--- src/logic/cie_pkg.sv ---
// Purpose: shared constants and types of the instruction decode and execute core
// Assumes: one clock, four clocks make one instruction cycle
// Notes: register offsets are 7-bit file addresses
//
// Overview of operation
// RULE1 - fetch and decode one 14-bit instruction word
// RULE2 - d=0 writes working register, d=1 file
// RULE3 - file operand addresses 0x00 through 0x7F
// RULE4 - bit select changes only one register bit
// RULE5 - literal is 8-bit or 11-bit per instruction
// RULE6 - instruction cycle is four oscillator periods
// RULE7 - one cycle; taken test or jump adds NOP
// RULE8 - file instructions always read before writing
// RULE9 - port A read clears change mismatch
// RULE10 - don't-care instruction bits never change operation
// RULE11 - interrupt wake with global enable vectors
// RULE12 - wake sets source bits in interrupt control
// RULE13 - brown-out clears reset-cause bit 0 only
// RULE14 - flags update only for defined instructions
package cie_pkg;
  // =========================================================
  // register map
  localparam logic [6:0] REG_IND_PORT = 7'h00;
  localparam logic [6:0] REG_PC_LOW   = 7'h02;
  localparam logic [6:0] REG_STATUS   = 7'h03;
  localparam logic [6:0] REG_IND_PTR  = 7'h04;
  localparam logic [6:0] REG_PORT_A   = 7'h05;
  localparam logic [6:0] REG_PC_LATCH = 7'h0A;
  localparam logic [6:0] REG_INT_CTL  = 7'h0B;
  localparam logic [6:0] REG_CAUSE   = 7'h1A;
  localparam logic [6:0] GPR_BASE    = 7'h20;
  // =========================================================
  // reset values and fields
  localparam logic [7:0]  STATUS_RST = 8'h18;
  localparam logic [7:0]  PC_LATCH_RST = 8'h00;
  localparam logic [7:0]  INT_CTL_RST  = 8'h00;
  localparam logic [7:0]  CAUSE_RST  = 8'h00;
  localparam logic [12:0] RST_VEC    = 13'h0000;
  localparam logic [12:0] INT_VEC    = 13'h0004;
  localparam int ST_C   = 0;
  localparam int ST_DCY = 1;
  localparam int ST_Z   = 2;
  localparam int ST_PWD = 3;
  localparam int ST_TMO = 4;
  localparam int ST_RP0 = 5;
  localparam int GLB_IE_B = 7;
  localparam int BOR_B  = 0;
  localparam logic [7:0] ST_RO_MASK = 8'h18;
  // =========================================================
  // timing
  localparam int OSC_PER_CYC = 4;
  localparam logic [1:0] Q_READ = 2'h0;
  localparam logic [1:0] Q_LAT  = 2'h1;
  localparam logic [1:0] Q_EXE  = 2'h2;
  localparam logic [1:0] Q_WB   = 2'h3;
  // =========================================================
  // types
  typedef enum logic [3:0] {
    A_PASSA, A_PASSB, A_CLR, A_SUB, A_DEC, A_IOR, A_AND, A_XOR,
    A_ADD, A_COM, A_INC, A_RR, A_RL, A_SWAP, A_BCLR, A_BSET
  } cie_alu_op_t;
  typedef enum logic [1:0] {RS_POR, RS_EXT, RS_WDT, RS_BOR} cie_rst_src_t;
  typedef struct packed {
    logic z;
    logic dcy;
    logic c;
  } cie_flags_t;
  typedef struct packed {
    logic [7:0] addr;
    logic       rd;
    logic       wr;
    logic [7:0] wdata;
  } cie_per_req_t;
  typedef struct packed {
    cie_alu_op_t op;
    logic lit, file, wr_w, wr_f, fz, fcdc, fc, tskip, btest, bval;
    logic jmp, call, ret, rlw, rfie, slp, cwdt;
  } cie_ctl_t;
endpackage : cie_pkg

--- src/logic/cie_ram.sv ---
// Purpose: general purpose file registers
// Assumes: read data valid one clock after the address
// Notes: banks share one array
`timescale 1ns/1ps
`default_nettype none
module cie_ram (
  input  wire logic       clk_sys,
  input  wire logic       rst_b,
  input  wire logic [6:0] addr,
  input  wire logic       we,
  input  wire logic [7:0] wdata,
  output logic      [7:0] rdata
);
  logic [7:0] mem [0:127];
  // =========================================================
  // storage with registered read
  always_ff @(posedge clk_sys) begin
    if (we) begin
      mem[addr] <= wdata;
    end
  end
  always_ff @(posedge clk_sys or negedge rst_b) begin
    if (!rst_b) begin
      rdata <= 8'h00;
    end else begin
      rdata <= mem[addr];
    end
  end
endmodule // cie_ram
`default_nettype wire

--- src/logic/cie_alu.sv ---
// Purpose: arithmetic and logic unit
// Assumes: a is the working register, b the file value or literal
// Notes: purely combinational
`timescale 1ns/1ps
`default_nettype none
module cie_alu (
  input  wire cie_pkg::cie_alu_op_t op,
  input  wire logic [7:0]           a,
  input  wire logic [7:0]           b,
  input  wire logic [2:0]           bsel,
  input  wire logic                 cin,
  output logic      [7:0]           res,
  output cie_pkg::cie_flags_t       fl
);
  import cie_pkg::*;
  logic [8:0] s9;
  logic [4:0] s5;
  logic [7:0] msk;
  // =========================================================
  // operations
  always_comb begin
    s9 = 9'h000;
    s5 = 5'h00;
    msk = 8'h01 << bsel; // RULE4
    res = 8'h00;
    fl.c = cin;
    case (op)
      A_PASSA: res = a;
      A_PASSB: res = b;
      A_CLR:   res = 8'h00;
      A_SUB: begin
        s9 = {1'b0, b} + {1'b0, ~a} + 9'h001;
        s5 = {1'b0, b[3:0]} + {1'b0, ~a[3:0]} + 5'h01;
        res = s9[7:0];
      end
      A_ADD: begin
        s9 = {1'b0, b} + {1'b0, a};
        s5 = {1'b0, b[3:0]} + {1'b0, a[3:0]};
        res = s9[7:0];
      end
      A_DEC:   res = b - 8'h01;
      A_INC:   res = b + 8'h01;
      A_IOR:   res = a | b;
      A_AND:   res = a & b;
      A_XOR:   res = a ^ b;
      A_COM:   res = ~b;
      A_RR: begin
        res = {cin, b[7:1]};
        fl.c = b[0];
      end
      A_RL: begin
        res = {b[6:0], cin};
        fl.c = b[7];
      end
      A_SWAP:  res = {b[3:0], b[7:4]};
      A_BCLR:  res = b & ~msk; // RULE4
      A_BSET:  res = b | msk; // RULE4
      default: res = b;
    endcase
    if (op == A_SUB || op == A_ADD) begin
      fl.c = s9[8];
    end
    fl.dcy = s5[4];
    fl.z = (res == 8'h00);
  end
endmodule // cie_alu
`default_nettype wire

--- src/logic/cie_core.sv ---
// Purpose: instruction decode and execute control
// Assumes: program data valid in the same clock as prog_addr; peripheral read data valid one clock after rd
// Notes: phase 0 read, 1 latch, 2 execute, 3 write back and fetch
`timescale 1ns/1ps
`default_nettype none
module cie_core (
  input  wire logic                  clk_sys,
  input  wire logic                  rst_b,
  input  wire logic                  rst_por_b,
  input  wire cie_pkg::cie_rst_src_t rst_src,
  output logic [12:0]                prog_addr,
  input  wire logic [13:0]           prog_data,
  output cie_pkg::cie_per_req_t      per_req,
  input  wire logic [7:0]            per_rdata,
  output logic                       port_a_rd,
  input  wire logic                  irq_pend,
  input  wire logic                  wake_irq,
  input  wire logic                  wake_wdt,
  input  wire logic [7:0]            wake_set,
  output logic                       wdt_clr,
  output logic                       sleep_mode,
  output logic                       cyc_strobe,
  output logic [7:0]                 status_out,
  output logic [7:0]                 cause_out
);
  import cie_pkg::*;

  typedef struct packed {
    logic [1:0]       qc;
    logic [13:0]      ir;
    logic [12:0]      pc;
    logic [7:0]       w;
    logic [7:0]       status;
    logic [7:0]       iptr;
    logic [7:0]       pc_latch;
    logic [7:0]       int_ctl;
    logic [7:0][12:0] stk;
    logic [2:0]       sp;
    logic [7:0]       fv;
    logic [7:0]       res;
    logic [7:0]       addr;
    logic             wb;
    logic             kill;
    logic             kadv;
    logic             sleep;
    logic             init;
  } cie_st_t;

  cie_st_t    st_q;
  cie_st_t    st_d;
  cie_ctl_t   ctl;
  logic [7:0] ram_rdata;
  logic [7:0] alu_b;
  logic [7:0] alu_res;
  cie_flags_t alu_fl;
  logic [7:0] cause_q;
  logic       ram_we;
  logic       idle;

  // =========================================================
  // decode
  function automatic cie_ctl_t dec(input logic [13:0] i);
    cie_ctl_t c;
    c = '0;
    c.op = A_PASSB;
    case (i[13:12])
      2'b00: begin
        c.file = 1'b1;
        c.wr_f = i[7]; // RULE2
        c.wr_w = ~i[7]; // RULE2
        case (i[11:8])
          4'h0: begin
            c.op = A_PASSA;
            c.file = i[7];
            c.wr_w = 1'b0;
            casez (i[7:0])
              8'b0000_1000: c.ret = 1'b1;
              8'b0000_1001: c.rfie = 1'b1;
              8'b0110_0011: c.slp = 1'b1;
              8'b0110_0100: c.cwdt = 1'b1;
              default: c.ret = 1'b0; // RULE10
            endcase
          end
          4'h1: begin
            c.op = A_CLR;
            c.fz = 1'b1;
            c.file = i[7]; // RULE10
          end
          4'h2: {c.op, c.fz, c.fcdc} = {A_SUB, 2'b11};
          4'h3: {c.op, c.fz} = {A_DEC, 1'b1};
          4'h4: {c.op, c.fz} = {A_IOR, 1'b1};
          4'h5: {c.op, c.fz} = {A_AND, 1'b1};
          4'h6: {c.op, c.fz} = {A_XOR, 1'b1};
          4'h7: {c.op, c.fz, c.fcdc} = {A_ADD, 2'b11};
          4'h8: {c.op, c.fz} = {A_PASSB, 1'b1};
          4'h9: {c.op, c.fz} = {A_COM, 1'b1};
          4'hA: {c.op, c.fz} = {A_INC, 1'b1};
          4'hB: {c.op, c.tskip} = {A_DEC, 1'b1};
          4'hC: {c.op, c.fc} = {A_RR, 1'b1};
          4'hD: {c.op, c.fc} = {A_RL, 1'b1};
          4'hE: c.op = A_SWAP;
          default: {c.op, c.tskip} = {A_INC, 1'b1};
        endcase
      end
      2'b01: begin
        c.file = 1'b1;
        c.op = i[10] ? A_BSET : A_BCLR;
        c.wr_f = ~i[11];
        c.btest = i[11];
        c.bval = i[10];
      end
      2'b10: begin
        c.jmp = 1'b1;
        c.call = ~i[11];
      end
      default: begin
        c.lit = 1'b1;
        c.wr_w = 1'b1;
        casez (i[11:8]) // RULE10
          4'b00??: c.op = A_PASSB;
          4'b01??: {c.rlw, c.wr_w} = 2'b10;
          4'b1000: {c.op, c.fz} = {A_IOR, 1'b1};
          4'b1001: {c.op, c.fz} = {A_AND, 1'b1};
          4'b1010: {c.op, c.fz} = {A_XOR, 1'b1};
          4'b110?: {c.op, c.fz, c.fcdc} = {A_SUB, 2'b11};
          4'b111?: {c.op, c.fz, c.fcdc} = {A_ADD, 2'b11};
          default: c.wr_w = 1'b0;
        endcase
      end
    endcase
    return c;
  endfunction

  // =========================================================
  // address helpers
  function automatic logic [7:0] eff(input logic [6:0] f, input logic [7:0] iptr, input logic rp0);
    return (f == REG_IND_PORT) ? iptr : {rp0, f};
  endfunction

  function automatic logic is_core(input logic [6:0] a);
    return a == REG_IND_PORT || a == REG_PC_LOW || a == REG_STATUS || a == REG_IND_PTR ||
           a == REG_PC_LATCH || a == REG_INT_CTL || a == REG_CAUSE;
  endfunction

  function automatic logic is_per(input logic [6:0] a);
    return (a < GPR_BASE) && !is_core(a);
  endfunction

  // =========================================================
  // datapath instances
  assign ctl = dec(st_q.ir); // RULE1
  assign alu_b = ctl.lit ? st_q.ir[7:0] : st_q.fv; // RULE5
  assign ram_we = st_q.qc == Q_WB && st_q.wb && st_q.addr[6:0] >= GPR_BASE;

  cie_alu u_alu (
    .op   (ctl.op),
    .a    (st_q.w),
    .b    (alu_b),
    .bsel (st_q.ir[9:7]),
    .cin  (st_q.status[ST_C]),
    .res  (alu_res),
    .fl   (alu_fl)
  );

  cie_ram u_ram (
    .clk_sys (clk_sys),
    .rst_b   (rst_b),
    .addr    (st_q.addr[6:0]),
    .we      (ram_we),
    .wdata   (st_q.res),
    .rdata   (ram_rdata)
  );

  // =========================================================
  // sequencing
  always_comb begin
    st_d = st_q;
    st_d.qc = st_q.qc + 2'h1; // RULE6
    if (!st_q.init) begin
      st_d.init = 1'b1;
      if (rst_src == RS_WDT) begin
        st_d.status[ST_TMO] = 1'b0;
      end
    end
    case (st_q.qc)
      Q_READ: begin
        st_d.wb = 1'b0;
      end
      Q_LAT: begin
        // RULE8
        case (st_q.addr[6:0])
          REG_IND_PORT: st_d.fv = 8'h00;
          REG_PC_LOW:   st_d.fv = st_q.pc[7:0];
          REG_STATUS:   st_d.fv = st_q.status;
          REG_IND_PTR:  st_d.fv = st_q.iptr;
          REG_PC_LATCH: st_d.fv = st_q.pc_latch;
          REG_INT_CTL:  st_d.fv = st_q.int_ctl;
          REG_CAUSE:  st_d.fv = cause_q;
          default:    st_d.fv = (st_q.addr[6:0] >= GPR_BASE) ? ram_rdata : per_rdata; // RULE3
        endcase
      end
      Q_EXE: begin
        if (st_q.kill) begin
          st_d.kill = 1'b0; // RULE7
          st_d.pc = st_q.pc + {12'h000, st_q.kadv}; // RULE7
        end else if (st_q.sleep) begin
          if (wake_irq || wake_wdt) begin
            st_d.sleep = 1'b0;
            st_d.int_ctl = st_q.int_ctl | wake_set; // RULE12
            if (wake_wdt) begin
              st_d.status[ST_TMO] = 1'b0;
            end
          end
        end else if (irq_pend && st_q.int_ctl[GLB_IE_B]) begin
          st_d.stk[st_q.sp] = st_q.pc;
          st_d.sp = st_q.sp + 3'h1;
          st_d.pc = INT_VEC; // RULE11
          st_d.int_ctl[GLB_IE_B] = 1'b0;
          st_d.kill = 1'b1;
          st_d.kadv = 1'b0;
        end else begin
          st_d.pc = st_q.pc + 13'h0001;
          st_d.res = alu_res;
          if (ctl.wr_w) begin
            st_d.w = alu_res; // RULE2
          end
          if (ctl.wr_f) begin
            st_d.wb = 1'b1; // RULE2
            case (st_q.addr[6:0])
              REG_PC_LOW: begin
                st_d.pc = {st_q.pc_latch[4:0], alu_res};
                st_d.kill = 1'b1; // RULE7
                st_d.kadv = 1'b0;
              end
              REG_STATUS: st_d.status = (alu_res & ~ST_RO_MASK) | (st_q.status & ST_RO_MASK);
              REG_IND_PTR:  st_d.iptr = alu_res;
              REG_PC_LATCH: st_d.pc_latch = alu_res;
              REG_INT_CTL:  st_d.int_ctl = alu_res;
              default:    st_d.wb = 1'b1;
            endcase
          end
          if (ctl.fz) begin
            st_d.status[ST_Z] = alu_fl.z; // RULE14
          end
          if (ctl.fcdc) begin
            st_d.status[ST_C] = alu_fl.c; // RULE14
            st_d.status[ST_DCY] = alu_fl.dcy; // RULE14
          end
          if (ctl.fc) begin
            st_d.status[ST_C] = alu_fl.c; // RULE14
          end
          if ((ctl.tskip && alu_fl.z) || (ctl.btest && st_q.fv[st_q.ir[9:7]] == ctl.bval)) begin
            st_d.kill = 1'b1; // RULE7
            st_d.kadv = 1'b1;
          end
          if (ctl.jmp) begin
            if (ctl.call) begin
              st_d.stk[st_q.sp] = st_q.pc + 13'h0001;
              st_d.sp = st_q.sp + 3'h1;
            end
            st_d.pc = {st_q.pc_latch[4:3], st_q.ir[10:0]}; // RULE5
            st_d.kill = 1'b1; // RULE7
            st_d.kadv = 1'b0;
          end
          if (ctl.ret || ctl.rlw || ctl.rfie) begin
            st_d.sp = st_q.sp - 3'h1;
            st_d.pc = st_q.stk[st_q.sp - 3'h1];
            st_d.kill = 1'b1; // RULE7
            st_d.kadv = 1'b0;
          end
          if (ctl.rlw) begin
            st_d.w = st_q.ir[7:0];
          end
          if (ctl.rfie) begin
            st_d.int_ctl[GLB_IE_B] = 1'b1;
          end
          if (ctl.slp) begin
            st_d.sleep = 1'b1;
            st_d.status[ST_TMO] = 1'b1;
            st_d.status[ST_PWD] = 1'b0;
          end
          if (ctl.cwdt) begin
            st_d.status[ST_TMO] = 1'b1;
            st_d.status[ST_PWD] = 1'b1;
          end
        end
      end
      default: begin
        st_d.ir = prog_data; // RULE1
        st_d.addr = eff(prog_data[6:0], st_q.iptr, st_q.status[ST_RP0]); // RULE3
      end
    endcase
  end

  always_ff @(posedge clk_sys or negedge rst_b) begin
    if (!rst_b) begin
      st_q <= '0;
      st_q.pc <= RST_VEC;
      st_q.status <= STATUS_RST;
      st_q.pc_latch <= PC_LATCH_RST;
      st_q.int_ctl <= INT_CTL_RST;
      st_q.kill <= 1'b1;
    end else begin
      st_q <= st_d;
    end
  end

  // =========================================================
  // reset cause, kept across all resets but power-on; brown-out clears bit 0
  always_ff @(posedge clk_sys or negedge rst_por_b) begin
    if (!rst_por_b) begin
      cause_q <= CAUSE_RST;
    end else if (!st_q.init && rst_src == RS_BOR) begin
      cause_q[BOR_B] <= 1'b0; // RULE13
    end else if (st_q.qc == Q_WB && st_q.wb && st_q.addr[6:0] == REG_CAUSE) begin
      cause_q <= st_q.res;
    end
  end

  // =========================================================
  // outputs
  assign idle = st_q.kill || st_q.sleep;
  assign prog_addr = st_q.pc;
  assign per_req.addr = st_q.addr;
  assign per_req.wdata = st_q.res;
  assign per_req.rd = st_q.qc == Q_READ && !idle && ctl.file && is_per(st_q.addr[6:0]); // RULE8
  assign per_req.wr = st_q.qc == Q_WB && st_q.wb && is_per(st_q.addr[6:0]);
  assign port_a_rd = per_req.rd && st_q.addr == {1'b0, REG_PORT_A}; // RULE9
  assign wdt_clr = st_q.qc == Q_EXE && !idle && ctl.cwdt;
  assign sleep_mode = st_q.sleep;
  assign cyc_strobe = st_q.qc == Q_WB;
  assign status_out = st_q.status;
  assign cause_out = cause_q;
endmodule // cie_core
`default_nettype wire

--- config.mk ---
export PLATFORM = sky130hd
export DESIGN_NAME = cie_core
export DESIGN_NICKNAME = d
export VERILOG_FILES = /design/src/logic/cie_pkg.sv /design/src/logic/cie_ram.sv /design/src/logic/cie_alu.sv /design/src/logic/cie_core.sv
export SDC_FILE = /design/constraint.sdc
export NUM_CORES = 2
export LEC_CHECK = 0
export BUFFER_PORTS_ARGS = -buffer_cell sky130_fd_sc_hd__buf_2
export CAP_MARGIN = 20
export CORE_AREA = 5 5 308 310
export CTS_CLUSTER_SIZE = 24
export DETAILED_ROUTE_END_ITERATION = 16
export DIE_AREA = 0 0 313 315
export PLACE_DENSITY = 0.76
export SLEW_MARGIN = 20
export SYNTH_ARGS = -nofsm -noshare
export SYNTH_HDL_FRONTEND = slang
export SYNTH_HIERARCHICAL = 1
export SYNTH_SLANG_ARGS = --single-unit
--- constraint.sdc ---
create_clock -name clk_sys -period 6.4 [get_ports clk_sys]
set_input_delay 0 -clock clk_sys [delete_from_list [all_inputs] [get_ports clk_sys]]
set_output_delay 0 -clock clk_sys [all_outputs]
set_load 0.02 [all_outputs]
Word-level counts from Yosys, hierarchy flattened
Memory sizes are Yosys's and may differ from the RTL's. A register that Yosys moved wholly into a read port is not among the register bits. Cells that the tools add are included.

Input bits: 38. Memories kept: 1. Register bits after elaboration: 213. Memory bits (writable): 1024.

Memory list: u_ram.mem (depth 128, width 8, rd ports 1, clocked after memory_dff 1, wr ports 1, RTL line cie_ram.sv:14) `logic [7:0] mem [0:127];`.

$add $sub $neg: 13. Shift-type cells: 1. Muxes and demuxes: 104. Eq/ne operators: 58. Magnitude comparators: 6. Bitwise operators: 17. Reduce and logical (&&, ||, !) cells: 91.

Operators with widths (number): 107-bit 2-to-1 mux (4); 136-bit 2-to-1 mux (2); 104-bit bitwise mux (2); 8-bit case mux with 16 select lines (1); 13-bit 2-to-1 mux (8); 8-bit 2-to-1 mux (11); 32-bit 2-to-1 mux (2); 4-bit equality test, second input constant (15); 8-bit case mux with 7 select lines (1); 4-bit case mux with 13 select lines (1); 6-bit AND reduction (8); 1-bit 2-to-1 mux (40); 13-bit binary-select mux with 3-bit select (1); 13-bit demux with 3-bit select (1); 4-bit by 3-bit equality test with 1-bit output, second input constant (8); 5-bit AND reduction (6); 24-bit 2-to-1 mux (1); 8-bit inverter (3); 8-bit bitwise OR (3); 2-bit 2-to-1 mux (11); 2-bit nonzero test (11); 20-bit 2-to-1 mux (1); 4-bit case mux with 5 select lines (1); 8-bit by 8-bit adder with 9-bit output (2); 61 further kinds (146).

Logic depth before layout (Yosys ltp)
Depth after elaboration: 16. Depth in mapped cells: 24. Gate-level depth less buffers: 20.

By module
Netlist, hierarchy kept.

Modules (own cells, without submodules): cie_ram (seq. area each 30949.7 um^2, times used 1, area an instance 40267.4 um^2, cells each 2376); cie_core (seq. area each 5333.9 um^2, times used 1, area an instance 11922.7 um^2, cells each 1223); cie_alu (seq. area each 0.0 um^2, times used 1, area an instance 2223.4 um^2, cells each 324).

Least setup slack after synthesis
Ideal clock, no wire load.

Path kind: reg2reg. From: register st_q[198] (netlist name). To: register st_q[2] (netlist name). Clock period less this slack: 4.998 ns. Path slack: 1.402 ns. Cell stages (with the launch flop): 24. Buffers on the path: 5. Arrival time: 4.920 ns. Library setup time: 0.078 ns. Cells stage by stage: dfrtp_1 clkbuf_1 clkbuf_1 a21oi_1 o22ai_1 a31oi_1 o22a_1 buf_2 buf_2 buf_2 nor3_1 inv_1 ha_1 a21oi_1 nand2_1 xor2_1 a221oi_1 a32oi_1 or4_1 nor4_2 nand2_1 nor4_1 a21oi_1 o2bb2ai_1.

RTL lines: start, declared (RTL line cie_core.sv:49) `cie_st_t st_q;`; start signal, assigned (RTL line cie_core.sv:304) `st_q <= st_d;`.

==> results_dict.tcl <==
set metrics [dict create \
    outcome "completed" \
    maxSlewViolCount 0 \
    clock_skew_ns 0.04661 \
    drive_gt1_frac 0.1566 \
    netlist_area_um2 54410 \
    synth_top_area_frac 0.5651 \
    antenna_found_initial 7 \
    grt_max_degree 108 \
    synth-seq-area-share 0.6668 \
    drt_wl_total_um 164200 \
    final_common_cell "edfxtp_1" \
    grt_pass1_vias 36130 \
    fp-row-count 111 \
    via_per_inst 7.179 \
    timing.hold.ws_ns 0.1017 \
    synth_top_family_by_area "compound AO/OA/AOI/OAI gates" \
    synth_nets 3998 \
    ys_ff_latch 1245 \
    ctsRootBufferMaster "clkbuf_16" \
    worstPathCellList "buf_4, nor2_1, a21oi_1, o22ai_1, a31oi_1, o22a_1, nor3_1, inv_1, ha_1, nand2_1, o21ai_0, a31oi_1, xnor2_1, a221oi_1, a32oi_1, buf_4, nor3b_1, a21oi_1, o21ai_0, dlygate4sd3_1" \
    synth-async-reset-ratio 0.1775 \
    clk_pin_slew_ns 0.06 \
    grtUsageTotal 0.3249 \
    cts_resized 0 \
    die_x_um 313 \
    yosysWarnings 6 \
    setup_viol 0 \
    timing.final.crit_share 0.8395 \
    first_pass_iters 8 \
    vias 37640 \
    rr_startpoint "st_q[198]$_DFFE_PN0N_" \
    cts_tree "built" \
    register_area_um2 36330 \
    critPathMaxStageDelay_ns 0.60 \
    dp_hpwl_um 100700 \
    multiInputGateArea_um2 16370 \
    die_y_um 315 \
    reg2reg_depth 20 \
    synth_compound_gate_area_share 0.1372 \
    p_leak_nw 20.53 \
    worstSetupPathType "flop to flop" \
    grt-ovfl-total 0 \
    io_pins 89 \
    drv_cap 0 \
    synth-simple-area-share 0.07565 \
    synthTopCellsByArea "edfxtp_1, dfrtp_1, a221oi_1" \
    dieArea_um2 98600 \
    synth_adder_area_share 0.008922 \
    final.min_clock_period_ns 5.373 \
    area_delta_synth_final_pct 10.23 \
    cts_buffers 118 \
    fmax_mhz 186.1 \
    crit_family "compound AO/OA/AOI/OAI gates" \
    coreArea_um2 91390 \
    crit_arrival_ns 5.93 \
    grt_pass1_wl_um 239900 \
    power.density_nw_per_um2 352.7 \
    synth_xor_area_frac 0.006599 \
    max_slew_margin 0.1770 \
    h-tree-depth 3 \
    timing.rr.end "st_q[142]$_DFFE_PN0P_" \
    syn_avg_cell_area_um2 13.87 \
    cp_max_fo 19 \
    fin_ws_ns 1.027 \
    finalHoldViolations 0 \
    synth_top_area_cell "edfxtp_1" \
    vdd_drop_max_uv 294.2 \
    critPathBufInv 4 \
    antenna_left 0 \
    wire_per_inst_um 31.32 \
    synth-edff-count 1024 \
    fillCellCount 6332 \
    required_ns 6.96 \
    initial_core_util 0.5954 \
    holdPathStages 3 \
    synthMuxAreaShare 0.07103 \
    clk_path_buf_depth 3 \
    gp_congestion 0.9560 \
    tightest_slew_ns 1.232 \
    critPathCaptureType "flop" \
    crit_slowest_cell "dfrtp_1" \
    cts.sinks 1245 \
    cp-start-kind "flop" \
    hold_path_class "input pin to flop" \
    drcViolationCount 0 \
    fin_tns_setup_ns 0 \
    syn-instance-count 3923 \
    drtIter0Drc 5531 \
    post-place-ws_ns 1.064 \
    final_cell_mix "edfxtp_1, nand2_1, nor2_1" \
    insertion_delay_ns 0.71 \
    synth-main-ff-cell "edfxtp_1" \
    regToRegSetupSlack_ns 1.03 \
    worstHoldEndpoint "st_q[196]$_DFFE_PN0N_" \
    port_buffers 88 \
    synth_cell_types 104 \
    rsz0062_at_grt "false" \
    hold_start "prog_data[7]" \
    nets 4028 \
]
[repair_timing]
| action | in CTS | in global routing |
|---|---|---|
| buffers inserted | 0 | 0 |
| hold endpoints to repair | 126 | 0 |
| hold buffers | 47 | 0 |
[worst max-delay path by stage]
stage	startpoint	end	slack, ns	cells past startpoint
6_report	st_q[198]$_DFFE_PN0N_	st_q[142]$_DFFE_PN0P_	1.03	20
5_1_grt	st_q[197]$_DFFE_PN0N_	st_q[142]$_DFFE_PN0P_	0.48	20
4_1_cts	st_q[198]$_DFFE_PN0N_	st_q[142]$_DFFE_PN0P_	1.01	20
3_5_place_dp	st_q[198]$_DFFE_PN0N_	st_q[2]$_DFFE_PN0P_	1.06	21
3_3_place_gp	st_q[198]$_DFFE_PN0N_	st_q[2]$_DFFE_PN0P_	1.06	21
2_1_floorplan	st_q[198]$_DFFE_PN0N_	st_q[2]$_DFFE_PN0P_	1.40	23
[cell usage after synthesis, types with 16 or more instances]
master,instances
nand2b_1,26
a22oi_1,67
o22a_1,23
nor2_1,271
mux4_2,69
dfrtp_1,218
mux2_2,119
a31oi_1,29
inv_1,38
a21oi_1,167
mux2i_1,97
buf_1,30
nor2b_1,36
buf_2,126
nor3_1,46
xor2_1,20
nand3_1,69
nand2_1,309
edfxtp_1,1024
o22ai_1,48
xnor2_1,21
a22o_1,20
nor4_1,19
o221ai_1,22
ha_1,34
a221oi_1,213
o21ai_0,246
a211oi_1,21
a32oi_1,16
nand4_1,18
clkbuf_1,100
buf_4,58
o211ai_1,18
[cell type report]
| class | count | area share |
|---|---|---|
| antenna | 3 | 0.0001252 |
| clock buffer | 160 | 0.05419 |
| clock inverter | 61 | 0.01043 |
| inverter | 45 | 0.002837 |
| multi-input combinational | 2309 | 0.2729 |
| sequential | 1245 | 0.6057 |
| tap | 1186 | 0.02474 |
| timing repair buffer | 234 | 0.02914 |
[registers in the layout (all words and copies together) (netlist names)]
signal	count
cause_out	8
per_req	16
prog_addr	13
sleep_mode	1
st_q	167
status_out	8
u_ram/mem	1024
u_ram/rdata	8
[worst reg2reg max path, cell delays in order, from the launching register on]
cell and delay (ns):
dfrtp_1 0.60, buf_4 0.31, nor2_1 0.26, a21oi_1 0.07, o22ai_1 0.17, a31oi_1 0.07, o22a_1 0.28, nor3_1 0.46
inv_1 0.29, ha_1 0.43, nand2_1 0.06, o21ai_0 0.29, a31oi_1 0.15, xnor2_1 0.15, a221oi_1 0.34, a32oi_1 0.14
buf_4 0.21, nor3b_1 0.17, a21oi_1 0.15, o21ai_0 0.09, dlygate4sd3_1 0.56
[stage by stage]
step           area, um2  total power [mW]    util  cells
3_3_place_gp       55610             14.15  0.6085   4972
3_5_place_dp       55610             14.21  0.6085   4972
4_1_cts            59970             21.12  0.6562   5240
2_1_floorplan      54410             12.84       -   3923
5_1_grt            59970             21.81  0.6563   5240
6_report           59980             21.15  0.6564   5243
[kinds of logic after synthesis]
group	Yosys count
AOI/OAI and AO/OA	1061
adders and majority gates	37
muxes	285
other	1
and+or+nand+nor	884
buffers and inverters	369
xor gates and xnor gates	41
DFF	1245
[per-layer routing]
metal	up-vias	GRT usage	wire, um
met2	2949	0.5033	74230
met5	-	0	15
met4	2	0.1614	10100
met3	617	0.07500	20470
met1	18600	0.4396	59390
li1	15470	-	-
[report_power, final]
| part | switching, mW | total, mW | internal, mW |
|---|---|---|---|
| sequential | 0.774 | 10.7 | 9.95 |
| clock | 3.01 | 7.01 | 3.99 |
| combinational | 2.35 | 3.42 | 1.07 |
| total | 6.14 | 21.2 | 15.0 |
Note: power is estimated with default switching activity, not from simulation.
